===== config.mk =====
export PLATFORM = sky130hd
export DESIGN_NAME = sqs_seq_stack
export DESIGN_NICKNAME = d
export VERILOG_FILES = /design/src/hdl/sqs_pkg.sv /design/src/hdl/sqs_slot.sv /design/src/hdl/sqs_seq_stack.sv
export SDC_FILE = /design/constraint.sdc
export NUM_CORES = 1
export LEC_CHECK = 0
export ABC_AREA = 1
export BUFFER_PORTS_ARGS = -buffer_cell sky130_fd_sc_hd__buf_4
export CORE_UTILIZATION = 30
export DETAILED_ROUTE_END_ITERATION = 10
export PLACE_DENSITY_LB_ADDON = 0.15
export SYNTH_ARGS = -nofsm -noshare
export SYNTH_HDL_FRONTEND = slang
export SYNTH_HIERARCHICAL = 1
export SYNTH_SLANG_ARGS = --single-unit

===== constraint.sdc =====
create_clock -name clock -period 2.5 [get_ports clock]
set_input_delay 0.125 -clock clock [delete_from_list [all_inputs] [get_ports clock]]
set_output_delay 0.125 -clock clock [all_outputs]
set_load 0.01 [all_outputs]

===== src/hdl/sqs_pkg.sv =====
// Constants for the sequencer stack entry block
`default_nettype none
package sqs_pkg;
    // Entry count and index width
    localparam int          NUM_SLOTS    = 3;
    localparam int          SLOT_W       = 2;
    localparam logic [1:0]  FIRST_SLOT   = 2'h0;
    localparam logic [1:0]  LAST_SLOT    = 2'h2;

    // Register indices; byte address is four times the index
    localparam logic [7:0]  IDX_SLOT_10  = 8'h2a;
    localparam logic [7:0]  IDX_SLOT_11  = 8'h2b;
    localparam logic [7:0]  IDX_SLOT_12  = 8'h2c;
    localparam logic [7:0]  IDX_CTRL     = 8'h30;
    localparam logic [7:0]  IDX_STATUS   = 8'h31;
    localparam int          ADDR_W       = 10;
    localparam logic [9:0]  BYTE_SLOT_10 = {IDX_SLOT_10, 2'b00};
    localparam logic [9:0]  BYTE_SLOT_11 = {IDX_SLOT_11, 2'b00};
    localparam logic [9:0]  BYTE_SLOT_12 = {IDX_SLOT_12, 2'b00};
    localparam logic [9:0]  BYTE_CTRL    = {IDX_CTRL, 2'b00};
    localparam logic [9:0]  BYTE_STATUS  = {IDX_STATUS, 2'b00};

    // Entry field positions
    localparam int          F_DIR        = 15;
    localparam int          F_ADDR_HI    = 14;
    localparam int          F_ADDR_LO    = 9;
    localparam int          F_RETURN     = 8;
    localparam int          F_CHB_HI     = 7;
    localparam int          F_CHB_LO     = 4;
    localparam int          F_CHA_HI     = 3;
    localparam int          F_CHA_LO     = 0;

    // Entry reset words and own addresses
    localparam logic [15:0] RST_SLOT_10  = 16'h5400;
    localparam logic [15:0] RST_SLOT_11  = 16'h5600;
    localparam logic [15:0] RST_SLOT_12  = 16'h5800;

    // Control and status bits
    localparam int          C_ENABLE     = 0;
    localparam int          C_RESTART    = 1;
    localparam int          S_SLOT_LO    = 0;
    localparam int          S_SLOT_HI    = 1;
    localparam int          S_BUSY       = 2;
    localparam int          S_ENABLE     = 3;
    localparam logic [31:0] ZERO_WORD    = 32'h0000_0000;

    // Sequencer states
    typedef enum logic [0:0] {
        SQS_IDLE    = 1'b0,
        SQS_CONVERT = 1'b1
    } sqs_state_t;
endpackage : sqs_pkg
`default_nettype wire


===== src/hdl/sqs_slot.sv =====
// One sequencer stack entry register with its access check
`timescale 1ns/100ps
`default_nettype none
module sqs_slot #(
    parameter logic [15:0] RESET_WORD = 16'h0000
) (
    input  wire logic        clock,
    input  wire logic        rst_n,
    input  wire logic        wr_req,
    input  wire logic [15:0] wr_word,
    output logic             accept,
    output logic [15:0]      word_q
);
    logic [5:0] own_addr;

    // Own address is the reset value of the address field
    assign own_addr = RESET_WORD[sqs_pkg::F_ADDR_HI:sqs_pkg::F_ADDR_LO];

    // Write taken only as a write request naming this entry
    assign accept = wr_req && wr_word[sqs_pkg::F_DIR]
                    && (wr_word[sqs_pkg::F_ADDR_HI:sqs_pkg::F_ADDR_LO] == own_addr);

    // Entry storage, cleared to its documented word
    always_ff @(posedge clock) begin
        if (!rst_n) begin
            word_q <= RESET_WORD;
        end else if (accept) begin
            word_q <= wr_word;
        end
    end
endmodule : sqs_slot
`default_nettype wire


===== src/hdl/sqs_seq_stack.sv =====
// Sequencer stack entries 10 to 12 with APB access and the entry walker
`timescale 1ns/100ps
`default_nettype none
module sqs_seq_stack (
    input  wire logic        clock,
    input  wire logic        rst_n,
    // APB slave
    input  wire logic        psel,
    input  wire logic        penable,
    input  wire logic        pwrite,
    input  wire logic [9:0]  paddr,
    input  wire logic [31:0] pwdata,
    input  wire logic [3:0]  pstrb,
    output logic             pready,
    output logic [31:0]      prdata,
    output logic             pslverr,
    // Converter handshake
    input  wire logic        conv_start,
    input  wire logic        conv_done,
    output logic             sample_q,
    output logic [3:0]       converter_a_channel_pick_q,
    output logic [3:0]       converter_b_channel_pick_q,
    output logic [1:0]       active_slot_q
);
    logic [15:0]             slot_word [sqs_pkg::NUM_SLOTS];
    logic [2:0]              slot_accept;
    logic [2:0]              slot_hit;
    logic [15:0]             wr_word;
    logic                    setup_phase;
    logic                    access_done;
    logic                    wr_any_slot;
    logic                    hit_ctrl;
    logic                    hit_status;
    logic                    hit_slot;
    logic                    mapped;
    logic                    slot_reject;
    logic [31:0]             read_mux;
    logic                    stack_return_bit;
    logic [1:0]              next_slot;
    logic                    enable_q;
    logic                    restart_q;
    logic                    pready_q;
    logic                    pslverr_q;
    logic [31:0]             prdata_q;
    sqs_pkg::sqs_state_t     state_q;
    sqs_pkg::sqs_state_t     state_d;
    logic [1:0]              active_d;

    localparam logic [9:0] SLOT_BYTE [sqs_pkg::NUM_SLOTS] = '{
        sqs_pkg::BYTE_SLOT_10, sqs_pkg::BYTE_SLOT_11, sqs_pkg::BYTE_SLOT_12
    };
    localparam logic [15:0] SLOT_RESET [sqs_pkg::NUM_SLOTS] = '{
        sqs_pkg::RST_SLOT_10, sqs_pkg::RST_SLOT_11, sqs_pkg::RST_SLOT_12
    };

    // Bus phase decode
    assign setup_phase = psel && !penable;
    assign access_done = psel && penable && pready_q;
    assign hit_ctrl    = (paddr == sqs_pkg::BYTE_CTRL);
    assign hit_status  = (paddr == sqs_pkg::BYTE_STATUS);
    assign hit_slot    = |slot_hit;
    assign mapped      = hit_slot || hit_ctrl || hit_status;
    assign wr_any_slot = access_done && pwrite && hit_slot;

    // Byte lanes merge the write over the stored entry
    always_comb begin
        wr_word = 16'h0000;
        for (int i = 0; i < sqs_pkg::NUM_SLOTS; i++) begin
            if (slot_hit[i]) begin
                wr_word = slot_word[i];
            end
        end
        if (pstrb[0]) begin
            wr_word[7:0] = pwdata[7:0];
        end
        if (pstrb[1]) begin
            wr_word[15:8] = pwdata[15:8];
        end
    end

    // One entry register per slot, each at its own address
    for (genvar g = 0; g < sqs_pkg::NUM_SLOTS; g++) begin : g_slot
        assign slot_hit[g] = (paddr == SLOT_BYTE[g]);

        sqs_slot #(
            .RESET_WORD (SLOT_RESET[g])
        ) u_slot (
            .clock   (clock),
            .rst_n   (rst_n),
            .wr_req  (wr_any_slot && slot_hit[g]),
            .wr_word (wr_word),
            .accept  (slot_accept[g]),
            .word_q  (slot_word[g])
        );
    end

    // Write to an entry that is not a write request for it is refused
    assign slot_reject = hit_slot && pwrite && !(|(slot_hit & {
        wr_word[sqs_pkg::F_DIR] && wr_word[sqs_pkg::F_ADDR_HI:sqs_pkg::F_ADDR_LO]
            == SLOT_RESET[2][sqs_pkg::F_ADDR_HI:sqs_pkg::F_ADDR_LO],
        wr_word[sqs_pkg::F_DIR] && wr_word[sqs_pkg::F_ADDR_HI:sqs_pkg::F_ADDR_LO]
            == SLOT_RESET[1][sqs_pkg::F_ADDR_HI:sqs_pkg::F_ADDR_LO],
        wr_word[sqs_pkg::F_DIR] && wr_word[sqs_pkg::F_ADDR_HI:sqs_pkg::F_ADDR_LO]
            == SLOT_RESET[0][sqs_pkg::F_ADDR_HI:sqs_pkg::F_ADDR_LO]
    }));

    // Read data selection
    always_comb begin
        read_mux = sqs_pkg::ZERO_WORD;
        for (int i = 0; i < sqs_pkg::NUM_SLOTS; i++) begin
            if (slot_hit[i]) begin
                read_mux[15:0] = slot_word[i];
            end
        end
        if (hit_ctrl) begin
            read_mux[sqs_pkg::C_ENABLE] = enable_q;
        end
        if (hit_status) begin
            read_mux[sqs_pkg::S_SLOT_HI:sqs_pkg::S_SLOT_LO] = active_slot_q;
            read_mux[sqs_pkg::S_BUSY]   = (state_q == sqs_pkg::SQS_CONVERT);
            read_mux[sqs_pkg::S_ENABLE] = enable_q;
        end
    end

    // Answer one cycle after setup, data and error registered
    always_ff @(posedge clock) begin
        if (!rst_n) begin
            pready_q <= 1'b0;
        end else begin
            pready_q <= setup_phase;
        end
    end

    // Read data and error captured at the setup edge
    always_ff @(posedge clock) begin
        if (!rst_n) begin
            prdata_q  <= sqs_pkg::ZERO_WORD;
            pslverr_q <= 1'b0;
        end else if (setup_phase) begin
            prdata_q  <= pwrite ? sqs_pkg::ZERO_WORD : read_mux;
            pslverr_q <= !mapped || (pwrite && hit_status) || slot_reject;
        end else if (access_done) begin
            prdata_q  <= sqs_pkg::ZERO_WORD;
            pslverr_q <= 1'b0;
        end
    end

    assign pready  = pready_q;
    assign prdata  = prdata_q;
    // Error flag straight from its register; refusal already judged at setup
    assign pslverr = pslverr_q;

    // Control register: enable, and one-shot restart
    always_ff @(posedge clock) begin
        if (!rst_n) begin
            enable_q  <= 1'b0;
            restart_q <= 1'b0;
        end else begin
            restart_q <= 1'b0;
            if (access_done && pwrite && hit_ctrl && pstrb[0]) begin
                enable_q  <= pwdata[sqs_pkg::C_ENABLE];
                restart_q <= pwdata[sqs_pkg::C_RESTART];
            end
        end
    end

    // Fields of the active entry
    assign stack_return_bit = slot_word[active_slot_q][sqs_pkg::F_RETURN];

    // Entry after the active one, wrapping past the last
    assign next_slot = (active_slot_q == sqs_pkg::LAST_SLOT)
                       ? sqs_pkg::FIRST_SLOT
                       : active_slot_q + 2'h1;

    // Sequencer next state
    always_comb begin
        state_d  = state_q;
        active_d = active_slot_q;
        case (state_q)
            sqs_pkg::SQS_IDLE: begin
                if (enable_q && conv_start) begin
                    state_d = sqs_pkg::SQS_CONVERT;
                end
            end
            sqs_pkg::SQS_CONVERT: begin
                if (conv_done) begin
                    state_d = sqs_pkg::SQS_IDLE;
                    if (stack_return_bit) begin
                        active_d = sqs_pkg::FIRST_SLOT;
                    end else begin
                        active_d = next_slot;
                    end
                end
            end
            default: begin
                state_d = sqs_pkg::SQS_IDLE;
            end
        endcase
        if (restart_q || !enable_q) begin
            state_d  = sqs_pkg::SQS_IDLE;
            active_d = sqs_pkg::FIRST_SLOT;
        end
    end

    // Sequencer state and active entry
    always_ff @(posedge clock) begin
        if (!rst_n) begin
            state_q       <= sqs_pkg::SQS_IDLE;
            active_slot_q <= sqs_pkg::FIRST_SLOT;
        end else begin
            state_q       <= state_d;
            active_slot_q <= active_d;
        end
    end

    // Channel pair applied together at conversion start
    always_ff @(posedge clock) begin
        if (!rst_n) begin
            sample_q                   <= 1'b0;
            converter_a_channel_pick_q <= 4'h0;
            converter_b_channel_pick_q <= 4'h0;
        end else begin
            sample_q <= 1'b0;
            if (state_q == sqs_pkg::SQS_IDLE && state_d == sqs_pkg::SQS_CONVERT) begin
                sample_q <= 1'b1;
                converter_a_channel_pick_q <=
                    slot_word[active_slot_q][sqs_pkg::F_CHA_HI:sqs_pkg::F_CHA_LO];
                converter_b_channel_pick_q <=
                    slot_word[active_slot_q][sqs_pkg::F_CHB_HI:sqs_pkg::F_CHB_LO];
            end
        end
    end
endmodule : sqs_seq_stack
`default_nettype wire


==> results.md, run 1 <==
* Die Area at approximately 15000 sq um
* Vias in the first global route at 3816
* Endpoint type of the worst setup path: flop
* Clock transition at path regs at 60 ps
* CTS tree: done
* Hold buffers post-CTS at 0
* Reg2reg start: g_slot[0].u_slot/word_q[10]
* Status: complete, no violations
* First-pass GRT wire length at a little over 20000 um
* Seq pwr share at a little under half
* Final setup vio count at 0
* Crit share post-route at 77.63%
* Layout cells sized above 1 at between 10% and 20%
* RSZ-0062 raised after global routing: false
* Placed cell count at ~900
* Synth Instances at 647
* Routed wire length at 12520 um
* Row count at 43
* Reg-to-reg setup timing slack at 590 ps
* DRC violations left at 0
* Slew HR at 56.98%
* Internal at 2080 uW
* Initial core utilization at a little under a third
* All-Layer GR Usage at about 18%
* Total of max-cap violations at 0
* Hold WS at 69.48 ps
* Final ANT Viol Nets at 0
* Cell Area, Synth at 4290 sq um
* Combinational group share of total power at ~7.8%
* Num Clock Sinks at 80
* Area grow syn2layout at 22.05%
* Routed len/inst at 13.88 um
* Port buffer count at 63
* Crit Reg-Reg Endpoint: g_slot[0].u_slot/word_q[9]
* Latest clock arrival within the worst-skew pair at 340 ps
* Syn Area/Cell at ~6.6 sq um
* Hold EP: pready
* Final Wtd Congestion at 0.8217
* Final hold vios at 0
* Core box area at 13930 sq um
* TritonRoute pass-1 iters at 5
* Post-layout min period at slightly below 2000 ps
* Fin nets at 770
* Clock power frac at 45.5%
* Setup Fix Bufs, Post-CTS at 0
* VDD IR max at 0.2896 mV
* Switching Fraction at 24.05%
* Startpoint types: input pin
* # resized after CTS at 0
* Worst hold path depth at 3
* CTS root buf: clkbuf_16
* Hold Path Origin: psel
* Die width at around 120 um
* # IOs at 98
* Crit path kind: input pin to flop
* Total grt overflow at 0
* Largest net degree at the start of global routing at 47
* F_max at 515.2 MHz
* Core Util, Final at between 30% and 40%
* P per Cell Area at 523.0 nW/um^2
* Max Transition Viols Final at 0
* CP Data Required Time at 2740 ps
* DP Wirelength at 9355 um
* Maximum root-to-sink buffer count at 2
* Worst-path fanout max at 19
* Total power at roughly 2700 uW
* Worst min-delay path class: input pin to flop
* Net Sw Power at about 660 uW
* Worst-Margin Slew at 644.6 ps
* Leakage at 0.002237 uW
* Reg2reg path depth at 11
* CP arrival at between 2000 and 2500 ps
* Fillers at 1488
* CTS HTree Levels at 3
* Worst Skew at around 7.2 ps
* Non-Filler Instances at 902
* Yosys warnings at 6
* Die height at 121.6 um
* Vias per cell at between 4 and 5
* Total number of vias at 4128
* Initial antenna violation count at 0
* Post-Route Setup TNS at 0 ps
* Drt first-iter violations at 294
* Cts bufs inserted at 9
* Antenna cell count at 0
[layout make-up]
cell class | instances | area (sq um) | area share (%)
clock inverter | 2 | 13.76 | 0.2628
clock buffer | 14 | 264.0 | 5.042
inverter | 105 | 394.1 | 7.527
timing repair buffer | 79 | 630.6 | 12.04
tap | 180 | 225.2 | 4.301
multi-input combinational | 442 | 2107 | 40.24
sequential | 80 | 1602 | 30.59
[cells in the final DEF, fill, tap and decap left out]
cell type  instances
clkinv_1           2
nand2_2            9
clkbuf_1           3
o21ai_1            5
buf_12             3
clkbuf_8           2
buf_4             76
nand2_1          132
clkinv_2           1
nor2_8             2
o21ai_0           15
nand3_1           59
nor2_1            80
a21boi_0           1
nor2_4             6
a211oi_1           3
o22ai_1            7
conb_1            16
or2_1              7
dfxtp_1           80
nand3b_1           2
nand4_1            9
clkinv_4           1
clkbuf_16          9
a31oi_1            3
nor2_2             7
a221oi_1           1
inv_1             96
nor3_1             7
inv_2              7
o221ai_1           7
o211ai_1           3
nor4_1             2
or2_2              1
a21oi_2            1
a21oi_1           57
[per-layer routing]
layer	track usage, %	vias to the layer above	wire, um
met3	2.809	10	592
met4	6.250	0	171
met2	28.52	111	5667
met5	0	-	0
li1	-	2168	-
met1	24.63	1839	6087
[sequential cells by signal, indices dropped and copies added, names as in the netlist]
| register | cells |
|---|---|
| g_slot.u_slot/word_q | 48 |
| prdata | 16 |
| converter_a_channel_pick_q | 4 |
| converter_b_channel_pick_q | 4 |
| active_slot_q | 2 |
| enable_q | 1 |
| pready | 1 |
| pslverr | 1 |
| restart_q | 1 |
| sample_q | 1 |
| state_q | 1 |
[how the worst max path moves through the flow]
| stage | startpoint | slack (ps) | endpoint |
|---|---|---|---|
| 2_1_floorplan | paddr[6] | 760 | g_slot[1].u_slot/word_q[8] |
| 3_3_place_gp | paddr[9] | 280 | g_slot[2].u_slot/word_q[13] |
| 3_5_place_dp | paddr[9] | 240 | g_slot[0].u_slot/word_q[9] |
| 4_1_cts | paddr[9] | 590 | g_slot[0].u_slot/word_q[9] |
| 5_1_grt | paddr[0] | 290 | g_slot[2].u_slot/word_q[1] |
| 6_report | paddr[9] | 560 | g_slot[0].u_slot/word_q[9] |
[worst max-delay path: stages]
cell	delay [ps]
buf_4	120
nor2_4	150
nand2_1	120
nor2_4	150
nand2_2	60
buf_4	220
nand3_1	200
nand3_1	90
nand2_1	160
nand2_1	160
nor2_8	250
nand2_1	180
nand2_1	130
nor2_1	50
[power groups by stage]
stage / sequential [uW] / combinational [uW] / clock [uW]
2_1_floorplan: 1310 / 144 / 0
3_3_place_gp: 1310 / 212 / 0
3_5_place_dp: 1310 / 215 / 0
4_1_cts: 1280 / 215 / 1280
5_1_grt: 1280 / 240 / 1330
6_report: 1280 / 214 / 1250
[metrics by stage]
step	instance area, sq um	setup WS [ps]
floorplan	4347	759.7
global placement	4959	280.2
detailed placement	4959	240.4
CTS	5236	593.5
global route	5236	293.2
finish	5236	559.1
Note: power is estimated with default switching activity, not from simulation.
==> inputs of run 2 (changes only) <==
ABC_AREA = 0   (was 1)
clock period = 1.7 ns   (was 2.5 ns; I/O delays follow)
==> run 2 against run 1 <==
The flow now finishes with violations (negative setup slack). Routed wire length decreased by 9.4%. Design area increased by 9.4%. Non-clock buffer count increased by 65. Critical path depth decreased by 5. Clock power increased by 55%. Critical endpoint is now g_slot[1].u_slot/word_q[9]. Largest cell class unchanged. Highest routed layer unchanged.
==> results.md, run 2 <==
* Placed cell count at 711 (was 886)
* Non-Filler Instances at 740 (was 902)
* Initial antenna violation count at 0 (unchanged)
* Total of max-cap violations at 0 (unchanged)
* Synth Instances at 429 (was 647)
* Total grt overflow at 0 (unchanged)
* DP Wirelength at 8109 um (was 9355 um)
* Most numerous cell in the Yosys netlist: dfxtp_1
* Final Wtd Congestion at 0.7904 (was 0.8217)
* Total power at 4198 uW (was 2739 uW)
* P per Cell Area at 733.0 nW/um^2 (was 523.0 nW/um^2)
* Reg2reg start: g_slot[1].u_slot/word_q[15] (was g_slot[0].u_slot/word_q[10])
* FFs w/ async S/R, synth at 0%
* Cts bufs inserted at 9 (unchanged)
* Die width at 118.8 um (was 121.6 um)
* Register bank with the most flops: g_slot.u_slot/word_q (unchanged)
* Final ANT Viol Nets at 0 (unchanged)
* Failing checks: negative setup slack
* CTS HTree Levels at 3 (unchanged)
* Internal at 3227 uW (was 2080 uW)
* Die Area at 14120 sq um (was 14780 sq um)
* Leakage at 0.002346 uW (was 0.002237 uW)
* Maximum root-to-sink buffer count at 2 (unchanged)
* Final setup vio count at 46 (was 0)
* Core box area at 13300 sq um (was 13930 sq um)
* Vias in the first global route at 3560 (was 3816)
* CTS tree: done (unchanged)
* Drt first-iter violations at 261 (was 294)
* Latest clock arrival within the worst-skew pair at 340 ps (about the same)
* Synth top area cells: dfxtp_1, mux2i_1, nand2_1
* Post-layout min period at 1805 ps
* VDD IR max at 0.4477 mV (was 0.2896 mV)
* Vias per cell at 4.757 (was 4.576)
* Status: complete, but fails checks (was complete, no violations)
* F_max at 553.9 MHz
* Initial core utilization at 30.79% (about the same)
* Antenna cell count at 0 (unchanged)
* Switching Fraction at 23.12% (was 24.05%)
* CP arrival at 2080 ps (was 2180 ps)
* Combinational group share of total power at 9.0% (was 7.8%)
* Post-synth top area share at 39.12%
* Total number of vias at 3520 (was 4128)
* Number of flip-flops under the largest register name at 48 (unchanged)
* First-pass GRT wire length at 18460 um (was 20160 um)
* Worst hold path depth at 3 (unchanged)
* TritonRoute pass-1 iters at 5 (unchanged)
* # IOs at 98 (unchanged)
* Fin nets at 613 (was 770)
* Layout cells sized above 1 at 38.48% (was 17.31%)
* Crit Reg-Reg Endpoint: g_slot[2].u_slot/word_q[3] (was g_slot[0].u_slot/word_q[9])
* Final hold vios at 0 (unchanged)
* All-Layer GR Usage at 16.73% (was 17.97%)
* Post-synth EDFFs at 0
* CP Data Required Time at 1980 ps (was 2740 ps)
* Clock power frac at 46.3% (was 45.5%)
* Num Clock Sinks at 80 (unchanged)
* Area leader, netlist: dfxtp_1
* Netlist cell types at 57
* Routed wire length at 11340 um (was 12520 um)
* Die height at 118.8 um (was 121.6 um)
* Hold Path Origin: pwdata[0] (was psel)
* Area grow syn2layout at 39.88% (was 22.05%)
* Hold EP: enable_q (was pready)
* Cell Area, Synth at 4094 sq um (was 4290 sq um)
* Seq pwr share at 44.7% (was 46.6%)
* Ys flop type: dfxtp_1
* Startpoint types: input pin (unchanged)
* Most common cell after layout, fill and taps aside: buf_4 (was nand2_1)
* Max Transition Viols Final at 0 (unchanged)
* Largest net degree at the start of global routing at 74 (was 47)
* Routed len/inst at 15.33 um (was 13.88 um)
* Worst-path fanout max at 6 (was 19)
* Endpoint type of the worst setup path: flop (unchanged)
* Port buffer count at 63 (unchanged)
* CTS root buf: clkbuf_16 (unchanged)
* Top post-synthesis cells by count: dfxtp_1, nand2_1, mux2i_1, buf_4, nor2b_1
* RSZ-0062 raised after global routing: true (was false)
* Reg2reg path depth at 7 (was 11)
* Worst min-delay path class: input pin to flop (unchanged)
* Crit path kind: input pin to flop (unchanged)
* Most frequent cells in the layout: buf_4, nand2_1, dfxtp_1, mux2i_1 (was nand2_1, inv_1, nor2_1, dfxtp_1, buf_4)
* #FFs+latches synth at 80
* Syn Area/Cell at 9.543 sq um (was 6.631 sq um)
* Yosys warnings at 6 (unchanged)
* Crit share post-route at 106.2%
* Row count at 42 (was 43)
* Reg-to-reg setup timing slack at -100 ps (was 590 ps)
* Worst Skew at 5.082 ps (was 7.238 ps)
* Net Sw Power at 970.4 uW (was 658.7 uW)
* DRC violations left at 0 (unchanged)
* Register area share after synthesis at approximately 39%
* Clock transition at path regs at 60 ps (about the same)
* Worst Setup Slack, final at -105.5 ps (was 559.1 ps)
-- run 2: cell types whose count changed in the layout (fill, tap and decap cells not counted), sizes merged, moves of 9 or more --
| cell | change |
|---|---|
| a21oi | -54 |
| a22oi | +14 |
| inv | -95 |
| and3 | +11 |
| mux2i | +53 |
| nor2 | -85 |
| nand2 | -64 |
| mux2 | +9 |
| nand3b | +10 |
| nor2b | +16 |
| nand3 | -56 |
| buf | +63 |
-- run 2: critical path, cell delays in order --
cell and delay, ps:
buf_4 110, or4b_1 610, o22ai_1 230, a22o_1 200
and4b_1 250, nand4_4 200, buf_4 210, buf_6 110
nand3b_1 70
-- run 2: metal layers --
metal  vias to the layer above  GRT usage (%)  wire (um)
li1                       1774              -          -
met1                      1654          23.47       5667
met2                        76          25.51       5109
met3                        16          2.443        365
met4                         0          7.041        202
met5                         -              0          0
-- run 2: logic make-up after synthesis --
group,after synthesis,synth area share (%)
AND/OR/NAND/NOR,160,23.38
buffers and inverters,50,7.977
other,1,0.09160
multiplexers,62,15.43
AO/OA/AOI/OAI,76,14.00
flip-flops,80,39.12
-- run 2: metrics by stage --
stage | utilization [%] | instance area (sq um) | setup WS (ps) | setup TNS, ps | hold slack (ps)
after CTS | 42.14 | 5603 | -118.3 | -2408 | 15.36
after global routing | 43.07 | 5727 | -207.9 | -7047 | 24.56
after floorplan | - | 4173 | -317.5 | -10650 | 230.9
final | 43.07 | 5727 | -105.5 | -2677 | 24.06
after global placement | 38.58 | 5130 | -499.5 | -22490 | 342.0
after detailed placement | 38.58 | 5130 | -590.1 | -24690 | 351.2
-- run 2: cell type report --
| type | instances | area (sq um) |
|---|---|---|
| timing repair buffer | 144 | 1154 |
| inverter | 9 | 61.31 |
| multi-input combinational | 314 | 2370 |
| tap | 176 | 220.2 |
| timing repair inverter | 2 | 17.52 |
| clock inverter | 5 | 57.56 |
| clock buffer | 10 | 239.0 |
| sequential | 80 | 1608 |
| fill | 1300 | 7569 |
-- run 2: worst max-delay path by stage --
| stage | endpoint | cells past startpoint | slack, ps | start |
|---|---|---|---|---|
| detailed placement | g_slot[2].u_slot/word_q[6] | 8 | -590 | paddr[9] |
| finish | g_slot[1].u_slot/word_q[9] | 9 | -110 | paddr[3] |
| floorplan | g_slot[1].u_slot/word_q[3] | 8 | -320 | paddr[9] |
| global route | g_slot[2].u_slot/word_q[3] | 9 | -210 | paddr[9] |
| global placement | g_slot[2].u_slot/word_q[5] | 8 | -500 | paddr[9] |
| CTS | g_slot[1].u_slot/word_q[8] | 8 | -120 | g_slot[1].u_slot/word_q[11] |
-- run 2: repair_timing --
action / 4_1_cts / 5_1_grt
cloned: 2 / 0
endpoints found under the hold margin: 2 / 0
hold buffers: 2 / 0
resized for setup: 24 / 22
buffers inserted: 5 / 5
pin swaps: 12 / 10
endpoints found under the setup margin: 44 / 47
-- run 2: power groups by stage --
stage	Combinational [uW]	Sequential, uW	Clock, uW
after floorplan	203	1920	0
after global placement	353	1920	0
after detailed placement	357	1920	0
after CTS	371	1880	1990
after global routing	410	1880	2070
final	378	1880	1940
